File: config.mk
export PLATFORM = sky130hd
export DESIGN_NAME = quad_rail_mode_sequencer
export DESIGN_NICKNAME = d
export VERILOG_FILES = /design/src/hdl/rail_seq_pkg.sv /design/src/hdl/quad_rail_mode_sequencer.sv /design/src/hdl/rail_good_ctrl.sv
export VERILOG_INCLUDE_DIRS = /design/src /design/src/hdl
export SDC_FILE = /design/constraint.sdc
export NUM_CORES = 1
export LEC_CHECK = 0
export ABC_CLOCK_PERIOD_IN_PS = 9400
export BUFFER_PORTS_ARGS = -buffer_cell sky130_fd_sc_hd__buf_2
export CORE_MARGIN = 1.5
export CORE_UTILIZATION = 36
export CTS_CLUSTER_SIZE = 20
export DETAILED_ROUTE_END_ITERATION = 8
export SYNTH_ARGS = -nofsm -noshare
export SYNTH_HDL_FRONTEND = slang
export SYNTH_HIERARCHICAL = 1
export SYNTH_SLANG_ARGS = --single-unit
File: constraint.sdc
create_clock -name clk -period 9.4 [get_ports clk]
set_clock_uncertainty 0.05 [all_clocks]
set_input_delay 2.82 -clock clk [delete_from_list [all_inputs] [get_ports clk]]
set_output_delay 2.82 -clock clk [all_outputs]
set_load 0.01 [all_outputs]
File: src/hdl/rail_seq_defs.svh
// Purpose: Timing constants for the quad rail mode sequencer
// Assumes: 250 MHz clock
// Notes: Least times round up, cycle counts derived from the times
`ifndef RAIL_SEQ_DEFS_SVH
`define RAIL_SEQ_DEFS_SVH
`define CLK_MHZ 250
`define STARTUP_DELAY_US 420
`define STARTUP_CYCLES (`STARTUP_DELAY_US * `CLK_MHZ)
`define RESTART_GAP_US 500
`define RESTART_GAP_CYCLES (`RESTART_GAP_US * `CLK_MHZ)
`define PG_HOLD_MS 50
`define PG_HOLD_CYCLES (`PG_HOLD_MS * 1000 * `CLK_MHZ)
`define FAULT_GRACE_MS 5
`define FAULT_GRACE_CYCLES (`FAULT_GRACE_MS * 1000 * `CLK_MHZ)
`define THERMAL_SAFETY_S 2
`define THERMAL_SAFETY_CYCLES (`THERMAL_SAFETY_S * 1000000 * `CLK_MHZ)
`define RAIL_COUNT 4
`define RAIL3_INDEX 2
`endif

File: src/hdl/rail_seq_pkg.sv
// Purpose: Shared types for the quad rail mode sequencer
// Assumes: Four rails
// Notes: Types only, numbers live in the defs header
package rail_seq_pkg;
   typedef enum logic [2:0] {
      SHUTDOWN,
      WAKING,
      ACTIVE,
      FAULT_OFF,
      THERMAL_WAIT,
      RESTARTING
   } seq_state_t;
   typedef struct packed {
      logic overvoltage;
      logic overtemperature;
      logic undervoltage;
   } fault_in_t;
endpackage : rail_seq_pkg

File: src/hdl/quad_rail_mode_sequencer.sv
// Purpose: Digital mode and fault sequencing of a four-rail regulator
// Assumes: Comparator results arrive asynchronously on pins
// Notes: Good outputs are open drain, enable high means pulling low
// How it works
// - All enables low keeps everything off
// - First wake waits start-up delay
// - Good rises at upper threshold
// - Active mode starts further rails immediately
// - All enables low returns to shutdown
// - Good drops below lower threshold, hysteresis
// - Good stays low for minimum hold
// - OV/thermal drop good, shutdown after grace
// - Undervoltage shuts rails down immediately
// - Restart rails in order with gaps
// - Thermal fault adds safety wait first
// - Enable low drops good, discharges rail
// - Rail-three select chooses output level
`timescale 1ns/1ps
`default_nettype none
`include "rail_seq_defs.svh"
module quad_rail_mode_sequencer
   import rail_seq_pkg::*;
#(
   parameter int STARTUP_CYCLES = `STARTUP_CYCLES,
   parameter int RESTART_GAP_CYCLES = `RESTART_GAP_CYCLES,
   parameter int PG_HOLD_CYCLES = `PG_HOLD_CYCLES,
   parameter int FAULT_GRACE_CYCLES = `FAULT_GRACE_CYCLES,
   parameter int THERMAL_SAFETY_CYCLES = `THERMAL_SAFETY_CYCLES
)
(
   // Clock and reset
   input wire logic clk,
   input wire logic reset_n,
   input wire logic clkEn,
   // Host pins
   input wire logic [3:0] converterEnable,
   input wire logic rail3LevelSelect,
   // Comparators
   input wire logic [3:0] outputAboveHigh,
   input wire logic [3:0] outputBelowLow,
   input wire fault_in_t faultIn,
   // Open-drain good lines, drive low when enabled
   output logic [3:0] converterOutputGoodOut,
   output logic [3:0] converterOutputGoodOe,
   // Analog controls
   output logic referenceOn,
   output logic [3:0] converterRun,
   output logic [3:0] dischargeOn,
   output logic rail3HighLevel
);
   localparam int TW = $clog2(THERMAL_SAFETY_CYCLES + 1);
   logic [1:0] rstSync_r;
   logic rstN;
   logic [3:0] enMeta_r, enSync_r, hiMeta_r, hiSync_r, loMeta_r, loSync_r;
   fault_in_t fMeta_r, fSync_r;
   logic selMeta_r, selSync_r;
   seq_state_t state_r;
   logic [TW-1:0] timer_r;
   logic [TW-1:0] graceCnt_r;
   logic [1:0] slot_r;
   logic sawThermal_r;
   logic [3:0] good;
   logic anyEn, ovTemp, uv, faultLatch;

   // ------------------------------------------------------------
   // Reset release and pin synchronisers
   // ------------------------------------------------------------
   always_ff @(posedge clk or negedge reset_n)
   begin
      if (!reset_n)
         rstSync_r <= 2'b00;
      else
         rstSync_r <= {rstSync_r[0], 1'b1};
   end
   assign rstN = rstSync_r[1];

   always_ff @(posedge clk or negedge rstN)
   begin
      if (!rstN)
      begin
         enMeta_r <= 4'h0;
         enSync_r <= 4'h0;
         hiMeta_r <= 4'h0;
         hiSync_r <= 4'h0;
         loMeta_r <= 4'h0;
         loSync_r <= 4'h0;
         fMeta_r <= '0;
         fSync_r <= '0;
         selMeta_r <= 1'b0;
         selSync_r <= 1'b0;
      end
      else if (clkEn)
      begin
         enMeta_r <= converterEnable;
         enSync_r <= enMeta_r;
         hiMeta_r <= outputAboveHigh;
         hiSync_r <= hiMeta_r;
         loMeta_r <= outputBelowLow;
         loSync_r <= loMeta_r;
         fMeta_r <= faultIn;
         fSync_r <= fMeta_r;
         selMeta_r <= rail3LevelSelect;
         selSync_r <= selMeta_r;
      end
   end

   assign anyEn = |enSync_r;
   assign ovTemp = fSync_r.overvoltage || fSync_r.overtemperature;
   assign uv = fSync_r.undervoltage;
   assign faultLatch = uv || (ovTemp && graceCnt_r >= TW'(FAULT_GRACE_CYCLES - 1));

   // ------------------------------------------------------------
   // Fault grace timer
   // ------------------------------------------------------------
   // Grace before shutdown
   always_ff @(posedge clk or negedge rstN)
   begin
      if (!rstN)
         graceCnt_r <= '0;
      else if (clkEn)
      begin
         if (!ovTemp)
            graceCnt_r <= '0;
         else if (graceCnt_r < TW'(FAULT_GRACE_CYCLES - 1))
            graceCnt_r <= graceCnt_r + 1'b1;
      end
   end

   // ------------------------------------------------------------
   // Mode sequencer
   // ------------------------------------------------------------
   always_ff @(posedge clk or negedge rstN)
   begin
      if (!rstN)
      begin
         state_r <= SHUTDOWN;
         timer_r <= '0;
         slot_r <= 2'd0;
         sawThermal_r <= 1'b0;
         converterRun <= 4'h0;
         referenceOn <= 1'b0;
      end
      else if (clkEn)
      begin
         converterRun <= converterRun & enSync_r;
         if (faultLatch && state_r != FAULT_OFF)
         begin
            state_r <= FAULT_OFF;
            converterRun <= 4'h0;
            sawThermal_r <= fSync_r.overtemperature;
         end
         else
         begin
            case (state_r)
               SHUTDOWN:
               begin
                  converterRun <= 4'h0;
                  referenceOn <= 1'b0;
                  if (anyEn)
                  begin
                     state_r <= WAKING;
                     referenceOn <= 1'b1;
                     timer_r <= TW'(STARTUP_CYCLES - 1);
                  end
               end
               WAKING:
               begin
                  if (!anyEn)
                     state_r <= SHUTDOWN;
                  else if (timer_r == '0)
                  begin
                     state_r <= ACTIVE;
                     converterRun <= enSync_r;
                  end
                  else
                     timer_r <= timer_r - 1'b1;
               end
               ACTIVE:
               begin
                  converterRun <= enSync_r;
                  if (!anyEn)
                  begin
                     state_r <= SHUTDOWN;
                     referenceOn <= 1'b0;
                  end
               end
               FAULT_OFF:
               begin
                  converterRun <= 4'h0;
                  if (fSync_r.overtemperature)
                     sawThermal_r <= 1'b1;
                  if (!ovTemp && !uv)
                  begin
                     if (sawThermal_r)
                     begin
                        state_r <= THERMAL_WAIT;
                        timer_r <= TW'(THERMAL_SAFETY_CYCLES - 1);
                     end
                     else
                     begin
                        state_r <= RESTARTING;
                        slot_r <= 2'd0;
                        timer_r <= '0;
                     end
                  end
               end
               THERMAL_WAIT:
               begin
                  if (timer_r == '0)
                  begin
                     state_r <= RESTARTING;
                     slot_r <= 2'd0;
                  end
                  else
                     timer_r <= timer_r - 1'b1;
               end
               RESTARTING:
               begin
                  if (timer_r == '0)
                  begin
                     converterRun[slot_r] <= enSync_r[slot_r];
                     timer_r <= TW'(RESTART_GAP_CYCLES - 1);
                     slot_r <= slot_r + 2'd1;
                     if (slot_r == 2'(`RAIL_COUNT - 1))
                        state_r <= anyEn ? ACTIVE : SHUTDOWN;
                  end
                  else
                     timer_r <= timer_r - 1'b1;
               end
               default:
                  state_r <= SHUTDOWN;
            endcase
         end
      end
   end

   // ------------------------------------------------------------
   // Power-good per rail
   // ------------------------------------------------------------
   genvar g;
   generate
      for (g = 0; g < `RAIL_COUNT; g++)
      begin : goodGen
         rail_good_ctrl #(
            .HOLD_CYCLES(PG_HOLD_CYCLES)
         ) goodInst (
            .clk(clk),
            .rstN(rstN),
            .clkEn(clkEn),
            .railOn(converterRun[g]),
            .forceLow(ovTemp || uv || !enSync_r[g]),
            .aboveHigh(hiSync_r[g]),
            .belowLow(loSync_r[g]),
            .good(good[g])
         );
      end
   endgenerate

   // ------------------------------------------------------------
   // Output pins
   // ------------------------------------------------------------
   always_ff @(posedge clk or negedge rstN)
   begin
      if (!rstN)
      begin
         converterOutputGoodOut <= 4'h0;
         converterOutputGoodOe <= 4'hf;
         dischargeOn <= 4'hf;
         rail3HighLevel <= 1'b0;
      end
      else if (clkEn)
      begin
         converterOutputGoodOut <= 4'h0;
         converterOutputGoodOe <= ~good;
         dischargeOn <= ~enSync_r;
         rail3HighLevel <= selSync_r;
      end
   end
endmodule : quad_rail_mode_sequencer
`default_nettype wire

File: src/hdl/rail_good_ctrl.sv
// Purpose: One rail's power-good flag with minimum low hold
// Assumes: Window inputs already synchronised
// Notes: Hold counter reloads on every forced-low cycle
`timescale 1ns/1ps
`default_nettype none
module rail_good_ctrl
#(
   parameter int HOLD_CYCLES = 12500000
)
(
   // Clock and reset
   input wire logic clk,
   input wire logic rstN,
   input wire logic clkEn,
   // Conditions
   input wire logic railOn,
   input wire logic forceLow,
   input wire logic aboveHigh,
   input wire logic belowLow,
   // Result
   output logic good
);
   localparam int CW = $clog2(HOLD_CYCLES + 1);
   logic [CW-1:0] holdCnt_r;
   logic dropped_r;
   logic lowNow;
   assign lowNow = forceLow || !railOn || belowLow || (dropped_r && !aboveHigh);
   always_ff @(posedge clk or negedge rstN)
   begin
      if (!rstN)
         holdCnt_r <= '0;
      else if (clkEn)
      begin
         if (lowNow)
            holdCnt_r <= CW'(HOLD_CYCLES);
         else if (holdCnt_r != '0)
            holdCnt_r <= holdCnt_r - 1'b1;
      end
   end
   always_ff @(posedge clk or negedge rstN)
   begin
      if (!rstN)
         dropped_r <= 1'b1;
      else if (clkEn)
      begin
         if (belowLow || !railOn)
            dropped_r <= 1'b1;
         else if (aboveHigh)
            dropped_r <= 1'b0;
      end
   end
   always_ff @(posedge clk or negedge rstN)
   begin
      if (!rstN)
         good <= 1'b0;
      else if (clkEn)
         good <= !lowNow && (holdCnt_r == '0) && !dropped_r;
   end
endmodule : rail_good_ctrl
`default_nettype wire

Yosys cells after proc, flatten, opt, wreduce, memory -nomap -nowiden
Cells that the tools add are included.
- register bits: 216
- input bits: 19
- $add $sub $neg: 7
- magnitude comparators: 4
- equal/unequal tests: 22
- muxes and demuxes: 58
- bitwise operators: 4
- reduce and logical (&&, ||, !) cells: 100
- operators with widths (kind ; number):
    two-way mux 29 bit ; 8
    two-way mux 24 bit ; 8
    one-hot mux 29 bit (5 select lines) ; 1
    logical NOT 24 bit ; 4
    nonzero test 24 bit ; 4
    subtractor 24 x 1 -> 24 bit (second input constant) ; 4
    adder 29 x 1 -> 29 bit (second input constant) ; 1
    greater-or-equal comparator 29 x 21 -> 1 bit (second input constant) ; 1
    logical NOT 29 bit ; 1
    < comparator 29 x 21 -> 1 bit (second input constant) ; 1
    subtractor 29 x 1 -> 29 bit (second input constant) ; 1
    two-way mux 3 bit ; 9
    logical OR 1 bit ; 23
    logical NOT 1 bit ; 22
    nonzero test 2 bit ; 11
    inequality test 3 bit (second input constant) ; 6
    one-hot mux 3 bit (6 select lines) ; 1
    AND reduction 2 bit ; 9
    logical AND 1 bit ; 16
    two-way mux 1 bit ; 16
    two-way mux 4 bit ; 4
    one-hot mux 4 bit (4 select lines) ; 1
    inequality test 2 bit (second input constant) ; 7
    two-way mux 2 bit ; 5
    other kinds (28) ; 31

Logic depth before layout (Yosys ltp)
Gate-level depths: netlist (run 1).
- depth in word-level cells: 9
- mapped depth: 11

Hierarchy
The synthesis (run 1) kept the hierarchy.
- modules (own cells, without submodules) (module ; times used ; cells each ; area each (um^2)):
    quad_rail_mode_sequencer ; 1 ; 633 ; 6231.0
    rail_good_ctrl at goodGen[0].goodInst ... ; 3 ; 157 ; 1472.7
    rail_good_ctrl at goodGen[3].goodInst ; 1 ; 163 ; 1515.2

Least setup slack after synthesis (run 1)
Ideal clock, no wire load.
- path kind: input to register
- start: input clkEn
- end: register timer_r[21]
- library setup time: 96 ps
- data arrival time: 4256 ps
- slack: 4998 ps
- stages on the path: 5
- path through: clkbuf_1 -> o21ai_0 -> a21oi_1 -> nand2_1 -> o31ai_1
- cells in the longest elaborated chain, start to end: 1
- RTL lines (what ; line ; RTL):
    start: declaration ; quad_rail_mode_sequencer.sv:34 ; input wire logic clkEn,
    AND reduction 6 bit (no source line) ; - ;
    end signal: assignment ; quad_rail_mode_sequencer.sv:163 ; timer_r <= TW'(STARTUP_CYCLES - 1);
    end signal: assignment ; quad_rail_mode_sequencer.sv:176 ; timer_r <= timer_r - 1'b1;
    end signal: assignment ; quad_rail_mode_sequencer.sv:197 ; timer_r <= TW'(THERMAL_SAFETY_CYCLES - 1);
    end: declaration ; quad_rail_mode_sequencer.sv:58 ; logic [TW-1:0] timer_r;
Every way passes these cells.
A chain may end at the register's enable or synchronous reset.

Worst setup path after layout (run 1)
- start: input clkEn
- end: register graceCnt_r[15]
- cells in the longest elaborated chain, start to end: 1
- RTL lines (what ; line ; RTL):
    AND reduction 2 bit (no source line) ; - ;
    end signal: assignment ; quad_rail_mode_sequencer.sv:125 ; graceCnt_r <= graceCnt_r + 1'b1;
    end: declaration ; quad_rail_mode_sequencer.sv:59 ; logic [TW-1:0] graceCnt_r;
Every way passes these cells.

==> metrics, run 1 <==
ys flop type=dfrtp_1; width of the die=roughly 190 um; Post-DP HPWL=19.08 mm; FF-to-FF End=timer_r[1]; crit start category=input port; global placement routability congestion=0.8518; crit path capture=graceCnt_r[15]; FILL cells=approximately 3,300; FF+latch count, synth=216; Setup Viol. Count Final=0; antenna fix cells=0; ANT nets after route=0; Pwr Density=224.1 nW/um^2; CTS tree=yes; Num CTS Buffers=27; Synth area leader=dfrtp_1; Port Buf Inserts=32; CTS H-tree lvls=1; final setup TNS=0 ns; vias in the first global route=9,641; crit path DAT=5.06 ns; Crit Path Max Fanout=34; async set or reset register ratio after synthesis=100.0%; critical path type=input port to flip-flop; max_slew headroom=between 10% and 20%; number of synthesized flops with an enable pin=0; Critical path origin=clkEn; post-synthesis sequential area ratio=44.56%; Mapped Cells=1,267; clock-pin slew on the worst setup and hold paths=0.06 ns; most frequent cells after synthesis=204 x dfrtp_1, 104 x nand2_1, 94 x nor2_1; Critical Path Sink Type=flip-flop; top post-synthesis cells by area=dfrtp_1 42%, o21ai_0 3.7%, mux2_2 3.2%; status=finished clean; initial antenna violation count=0; Slew @ Worst Pin=1.308 ns; WP data required=between 9 and 10 ns; Fmax=between 200 and 250 MHz; Total Die Area=34,900 sq um; Setup Buffers After CTS=0; Hold Worst Slack=0.3037 ns; die extent in y=186.8 um; routed wire length=28.57 mm; core footprint=33,360 sq um; multi-input logic area=6242 sq um; Initial DRT Pass Iterations=6; Tcrit/Tclk final=49.58%; initial core utilization=between 30 and 40%; Vias/cell=5.648; cell area after synthesis=12,160 sq um; clock latency on the worst-skew pair=~0.53 ns; number of core rows=67; Lkg Pwr=0.005059 uW; layout cells sized above 1=14.37%; Worst R2R Path Depth=9; total vias in the final route=around 9,800; Area growth syn-to-layout=11.57%; maxcap violations=0; post-CTS sizing=0; first-pass GRT wire length=slightly below 50 mm; # DRC=0; routed len/inst=around 16 um; Seq pwr share=39.0%; switching power=1026 uW; Iteration-0 DRC Markers=around 740; P_int=2015 uW; hold_buf cts=0; RSZ-0062 raised after global routing=no; Worst VDD drop=0.1472 mV; final net count=1,307; Comb pwr share=24.1%; worst reg2reg setup slack=between 5 and 6 ns; Final Hold Fails=0; FF-to-FF Start=timer_r[0]; I/O pin count=37; Yosys cell types=88; Yosys warnings=6; HP Class=flip-flop to flip-flop; grt total ovfl=0; most frequent cell after synthesis=dfrtp_1; deepest clock path buffer count=3; largest net degree at the start of global routing=75; clk root buf=clkbuf_16; Clock power frac=a little under two fifths; Max Slew Vio Count=0; Sink Count=216; Yosys top cell area share=41.97%; sw frac=33.74%; Final min period=about 4.7 ns; Avg Cell Area, Syn=9.601 sq um; Reg area=about 5400 sq um; Tot GR Track Use=16.63%
[per-layer routing]
layer	part of all wire, %	track usage (%)	up-vias
met5	0	0	-
met4	1.8	4.280	0
met3	4.6	2.964	43
met2	44	25.55	212
met1	50	24.15	4756
li1	-	-	4827
[sequential cells by signal (all words and copies together), names as in the netlist, 3 cells and up]
name and count:
timer_r 29, enMeta_r 4, enSync_r 4, loMeta_r 4
converterRun 4, fMeta_r 3, state_r 3, dischargeOn 4
converterOutputGoodOe 4, graceCnt_r 29, goodGen.goodInst/good 4, hiSync_r 4
hiMeta_r 4, loSync_r 4, goodGen.goodInst/holdCnt_r 96, goodGen.goodInst/dropped_r 4
[how the worst min path moves through the flow]
| stage | cells past startpoint | endpoint | slack (ns) | start |
|---|---|---|---|---|
| after floorplan | 0 | rstSync_r[1] | 0.28 | rstSync_r[0] |
| after detailed placement | 0 | rstSync_r[1] | 0.29 | rstSync_r[0] |
| after global placement | 0 | rstSync_r[1] | 0.29 | rstSync_r[0] |
| after CTS | 0 | rstSync_r[1] | 0.31 | rstSync_r[0] |
| final | 0 | rstSync_r[1] | 0.30 | rstSync_r[0] |
| after global routing | 0 | rstSync_r[1] | 0.32 | rstSync_r[0] |
[cell usage in the layout, fill, tap and decap left out, types with 10 or more instances in the layout]
cell / n
dfstp_2: 12
a31oi_1: 17
ha_1: 14
o211ai_1: 13
inv_1: 38
a21oi_1: 61
or3_1: 50
and4_1: 11
nor3_1: 47
nand3_1: 31
buf_2: 31
dfrtp_1: 203
nand2b_1: 18
o21ai_0: 90
a211oi_1: 10
nor4_1: 25
mux2_2: 35
or4_1: 24
nor2_1: 94
and2_1: 24
nand2_1: 104
buf_4: 10
xor2_1: 15
nand4_1: 22
clkbuf_16: 27
o31ai_1: 37
[cells by family after synthesis]
group           Yosys count  share of synthesized area (%)
buf+inv                 104                          4.217
fa+ha+maj                14                          1.440
xor+xnor                 22                          1.584
other cells               2                        0.06174
flops                   216                          44.56
mux                      45                          4.176
simple gates            511                          23.30
compound gates          353                          20.66
[power by group through the flow]
stage	combinational (uW)	clock (uW)	sequential, uW
4_1_cts	726	1160	1180
6_report	732	1120	1190
3_3_place_gp	717	0	1200
5_1_grt	817	1200	1200
2_1_floorplan	585	0	1150
3_5_place_dp	724	0	1200
[worst max-delay path, cell delays in order]
cell and delay (ns):
buf_4 0.34, buf_4 0.40, o21ai_0 0.22, a21o_1 0.47
or4_1 0.62, a21oi_1 0.16
[stage by stage]
step / cell area [sq um] / cells / util (%) / total power (uW) / worst slack [ns]
6_report: 13570 / 1742 / 40.68 / 3042 / 4.739
5_1_grt: 13570 / 1742 / 40.68 / 3223 / 4.479
4_1_cts: 13570 / 1742 / 40.68 / 3066 / 4.764
3_5_place_dp: 12600 / 1693 / 37.76 / 1922 / 4.202
3_3_place_gp: 12600 / 1693 / 37.76 / 1912 / 4.276
2_1_floorplan: 12180 / 1270 / - / 1731 / 2.906
[cell type report]
| type | instances | area share, % |
|---|---|---|
| clock buffers | 31 | 5.236 |
| well taps | 448 | 4.130 |
| flip-flops and latches | 216 | 39.96 |
| repair buffers | 41 | 1.696 |
| multi-input cells | 950 | 45.99 |
| inverters | 38 | 1.051 |
| clock inverters | 18 | 1.927 |
Power figures use the tool's default switching activity.
==> inputs of run 2 (changes only) <==
Settings changed: ABC_AREA from default to 1, ABC_CLOCK_PERIOD_IN_PS 9400 to 4790.
Clock period 9.4 ns to 4.79 ns, I/O delays scaled along.
==> run 2 against run 1 <==
Compared with the run above: die area grew 16%; first-iteration DRC count grew 15%; register-to-register slack lost 3.9 ns; sequential share of layout area shrank 4.9 points; utilization shrank 0.64 points.
==> metrics, run 2 <==
most frequent cell after synthesis=nand2_1; first-pass GRT wire length=~59 mm; FF+latch count, synth=216; cell area after synthesis=14,110 sq um; Worst R2R Path Depth=11; largest family of logic cells by synthesized area=simple AND/OR/NAND/NOR gates; clock latency on the worst-skew pair=0.55 ns; final net count=2,052; FF-to-FF Start=fSync_r[1]; Tot GR Track Use=17.14%; worst reg2reg setup slack=1.82 ns; CTS H-tree lvls=1; Worst VDD drop=0.2565 mV; top post-synthesis cells by area=dfrtp_1 36%, nand2_1 17%, nor2_1 7.8%; Largest regs=goodGen.goodInst/holdCnt_r (96), graceCnt_r (29), timer_r (29); Yosys cell types=54; Setup Buffers After CTS=0; routed len/inst=13.15 um; crit path DAT=3.33 ns; Setup Viol. Count Final=0; Synth Area in Adders=1.242%; Post-DP HPWL=23.60 mm; total vias in the final route=12,414; clk root buf=clkbuf_16; Area growth syn-to-layout=9.703%; Avg Cell Area, Syn=7.071 sq um; FILL cells=4,012; critical path type=flip-flop to flip-flop; Max Slew Vio Count=0; vias in the first global route=11,956; leading cell types in the layout, fill and taps excluded=630 x nand2_1, 295 x nor2_1, 203 x dfrtp_1; hold_buf cts=0; Mapped Cells=between 1,500 and 2,000; core footprint=38,650 sq um; crit start category=flip-flop; grt total ovfl=0; WP data required=just over 5 ns; width of the die=201.0 um; Critical path origin=fSync_r[1]; Final min period=about 3.0 ns; Yosys warnings=6; HP Class=flip-flop to async pin; post-CTS sizing=0; Critical Path Sink Type=flip-flop; Compound-Gate Fraction of Synth Area=9.580%; Slew @ Worst Pin=1.096 ns; final setup TNS=0 ns; most frequent cells after synthesis=630 x nand2_1, 295 x nor2_1, 204 x dfrtp_1; initial antenna violation count=0; ys flop type=dfrtp_1; Total Die Area=40,380 sq um; Sink Count=216; largest net degree at the start of global routing=143; Num CTS Buffers=27; xor and xnor area share after synthesis=roughly 2.9%; initial core utilization=36.50%; Pwr Density=407.9 nW/um^2; number of synthesized flops with an enable pin=0; Vias/cell=around 4.9; async set or reset register ratio after synthesis=100.0%; post-synthesis simple-gate area fraction=39.38%; Synth area leader=dfrtp_1; Crit Path Max Fanout=32; antenna fix cells=0; routed wire length=33.63 mm; Final Hold Fails=0; CTS tree=yes; layout cells sized above 1=14.66%; clock-pin slew on the worst setup and hold paths=0.06 ns; max reg flops=96; maxcap violations=0; max_slew headroom=26.94%; Iteration-0 DRC Markers=851; commonest non-fill, non-tap cell in the layout=nand2_1; post-synthesis sequential area ratio=38.42%; Lkg Pwr=0.007392 uW; multi-input logic area=7503 sq um; Yosys top cell area share=between 30 and 40%; deepest clock path buffer count=3; Hold Worst Slack=slightly above 0.3 ns; die extent in y=201.0 um; status=finished clean; Port Buf Inserts=32; I/O pin count=37; number of core rows=72; global placement routability congestion=0.8515; multiplexer share of the synthesized area=0%; Reg area=5424 sq um; FF-to-FF End=goodGen[2].goodInst/holdCnt_r[12]; Fmax=336.7 MHz; Tcrit/Tclk final=62.01%; RSZ-0062 raised after global routing=no; ANT nets after route=0; # DRC=0; most flop-heavy register=goodGen.goodInst/holdCnt_r; Initial DRT Pass Iterations=5
==> run 2: changes by cell type after synthesis, moves of 29 or more <==
cell | previous run | this run
nand2_1 | 104 | 630
nor2_1 | 94 | 295
inv_1 | 38 | 176
nand3_1 | 31 | 163
o21ai_2 | 1 | 71
or3_1 | 50 | 0
nand2_2 | 0 | 41
nor2_2 | 1 | 42
a21oi_1 | 61 | 23
mux2_2 | 35 | 0
o31ai_1 | 37 | 5
o21ai_0 | 90 | 61
==> run 2: power breakdown <==
part	internal, uW	switching [uW]	leakage [uW]
Clock	1240	819	0.000435
Sequential	2050	298	0.00273
Combinational	620	1290	0.00423
Total	3910	2400	0.00739
==> run 2: worst max-delay path by stage <==
stage                                                   end  slack, ns  depth (start not counted)
final                     goodGen[2].goodInst/holdCnt_r[12]       1.82                         11
after floorplan                             converterRun[0]       1.20                          0
after global placement                        graceCnt_r[2]       1.47                          6
after CTS                  goodGen[2].goodInst/holdCnt_r[8]       1.76                         11
after global routing      goodGen[3].goodInst/holdCnt_r[14]       1.57                          9
after detailed placement                     graceCnt_r[13]       1.43                          6
==> run 2: layout make-up <==
class,instances,share of cell area [%]
Multi-Input combinational cell,1537,48.49
Inverter,195,4.827
Clock inverter,12,0.8247
Clock buffer,38,5.021
Timing Repair Buffer,42,1.601
Sequential cell,216,35.05
Tap cell,518,4.188
==> run 2: through the flow <==
step | utilization (%) | area (sq um) | instances | total power [uW] | setup slack [ns]
floorplan | - | 14120 | 1998 | 3903 | 1.198
global placement | 37.70 | 14570 | 2508 | 4250 | 1.468
detailed placement | 37.70 | 14570 | 2508 | 4285 | 1.434
CTS | 40.04 | 15470 | 2558 | 6395 | 1.765
global route | 40.04 | 15470 | 2558 | 6763 | 1.567
finish | 40.04 | 15470 | 2558 | 6312 | 1.820
==> run 2: worst max-delay path: stages (launching register included) <==
cell and delay, ns:
dfrtp_1 0.43, nor2_4 0.25, inv_2 0.18, nor2_1 0.45, nand2_1 0.17, nor2_4 0.45
nand2_1 0.20, nor2_1 0.15, nor2_2 0.04, buf_4 0.25, nand2_1 0.12, o21ai_2 0.06
==> run 2: per-layer routing <==
layer,routed length [um],GRT usage (%),up-vias
met2,15750,28.76,192
met4,635,4.753,0
met1,16060,23.12,5776
met3,1180,2.240,52
li1,-,-,6394
met5,0,0,-
==> run 2: cell families (layout without fill, tap and decap cells) <==
group / Yosys count / in the layout
compound gates: 197 / 197
xor+xnor: 46 / 46
fa+ha+maj: 14 / 14
buf+inv: 245 / 287
flops: 216 / 216
other cells: 2 / 5
simple gates: 1275 / 1275
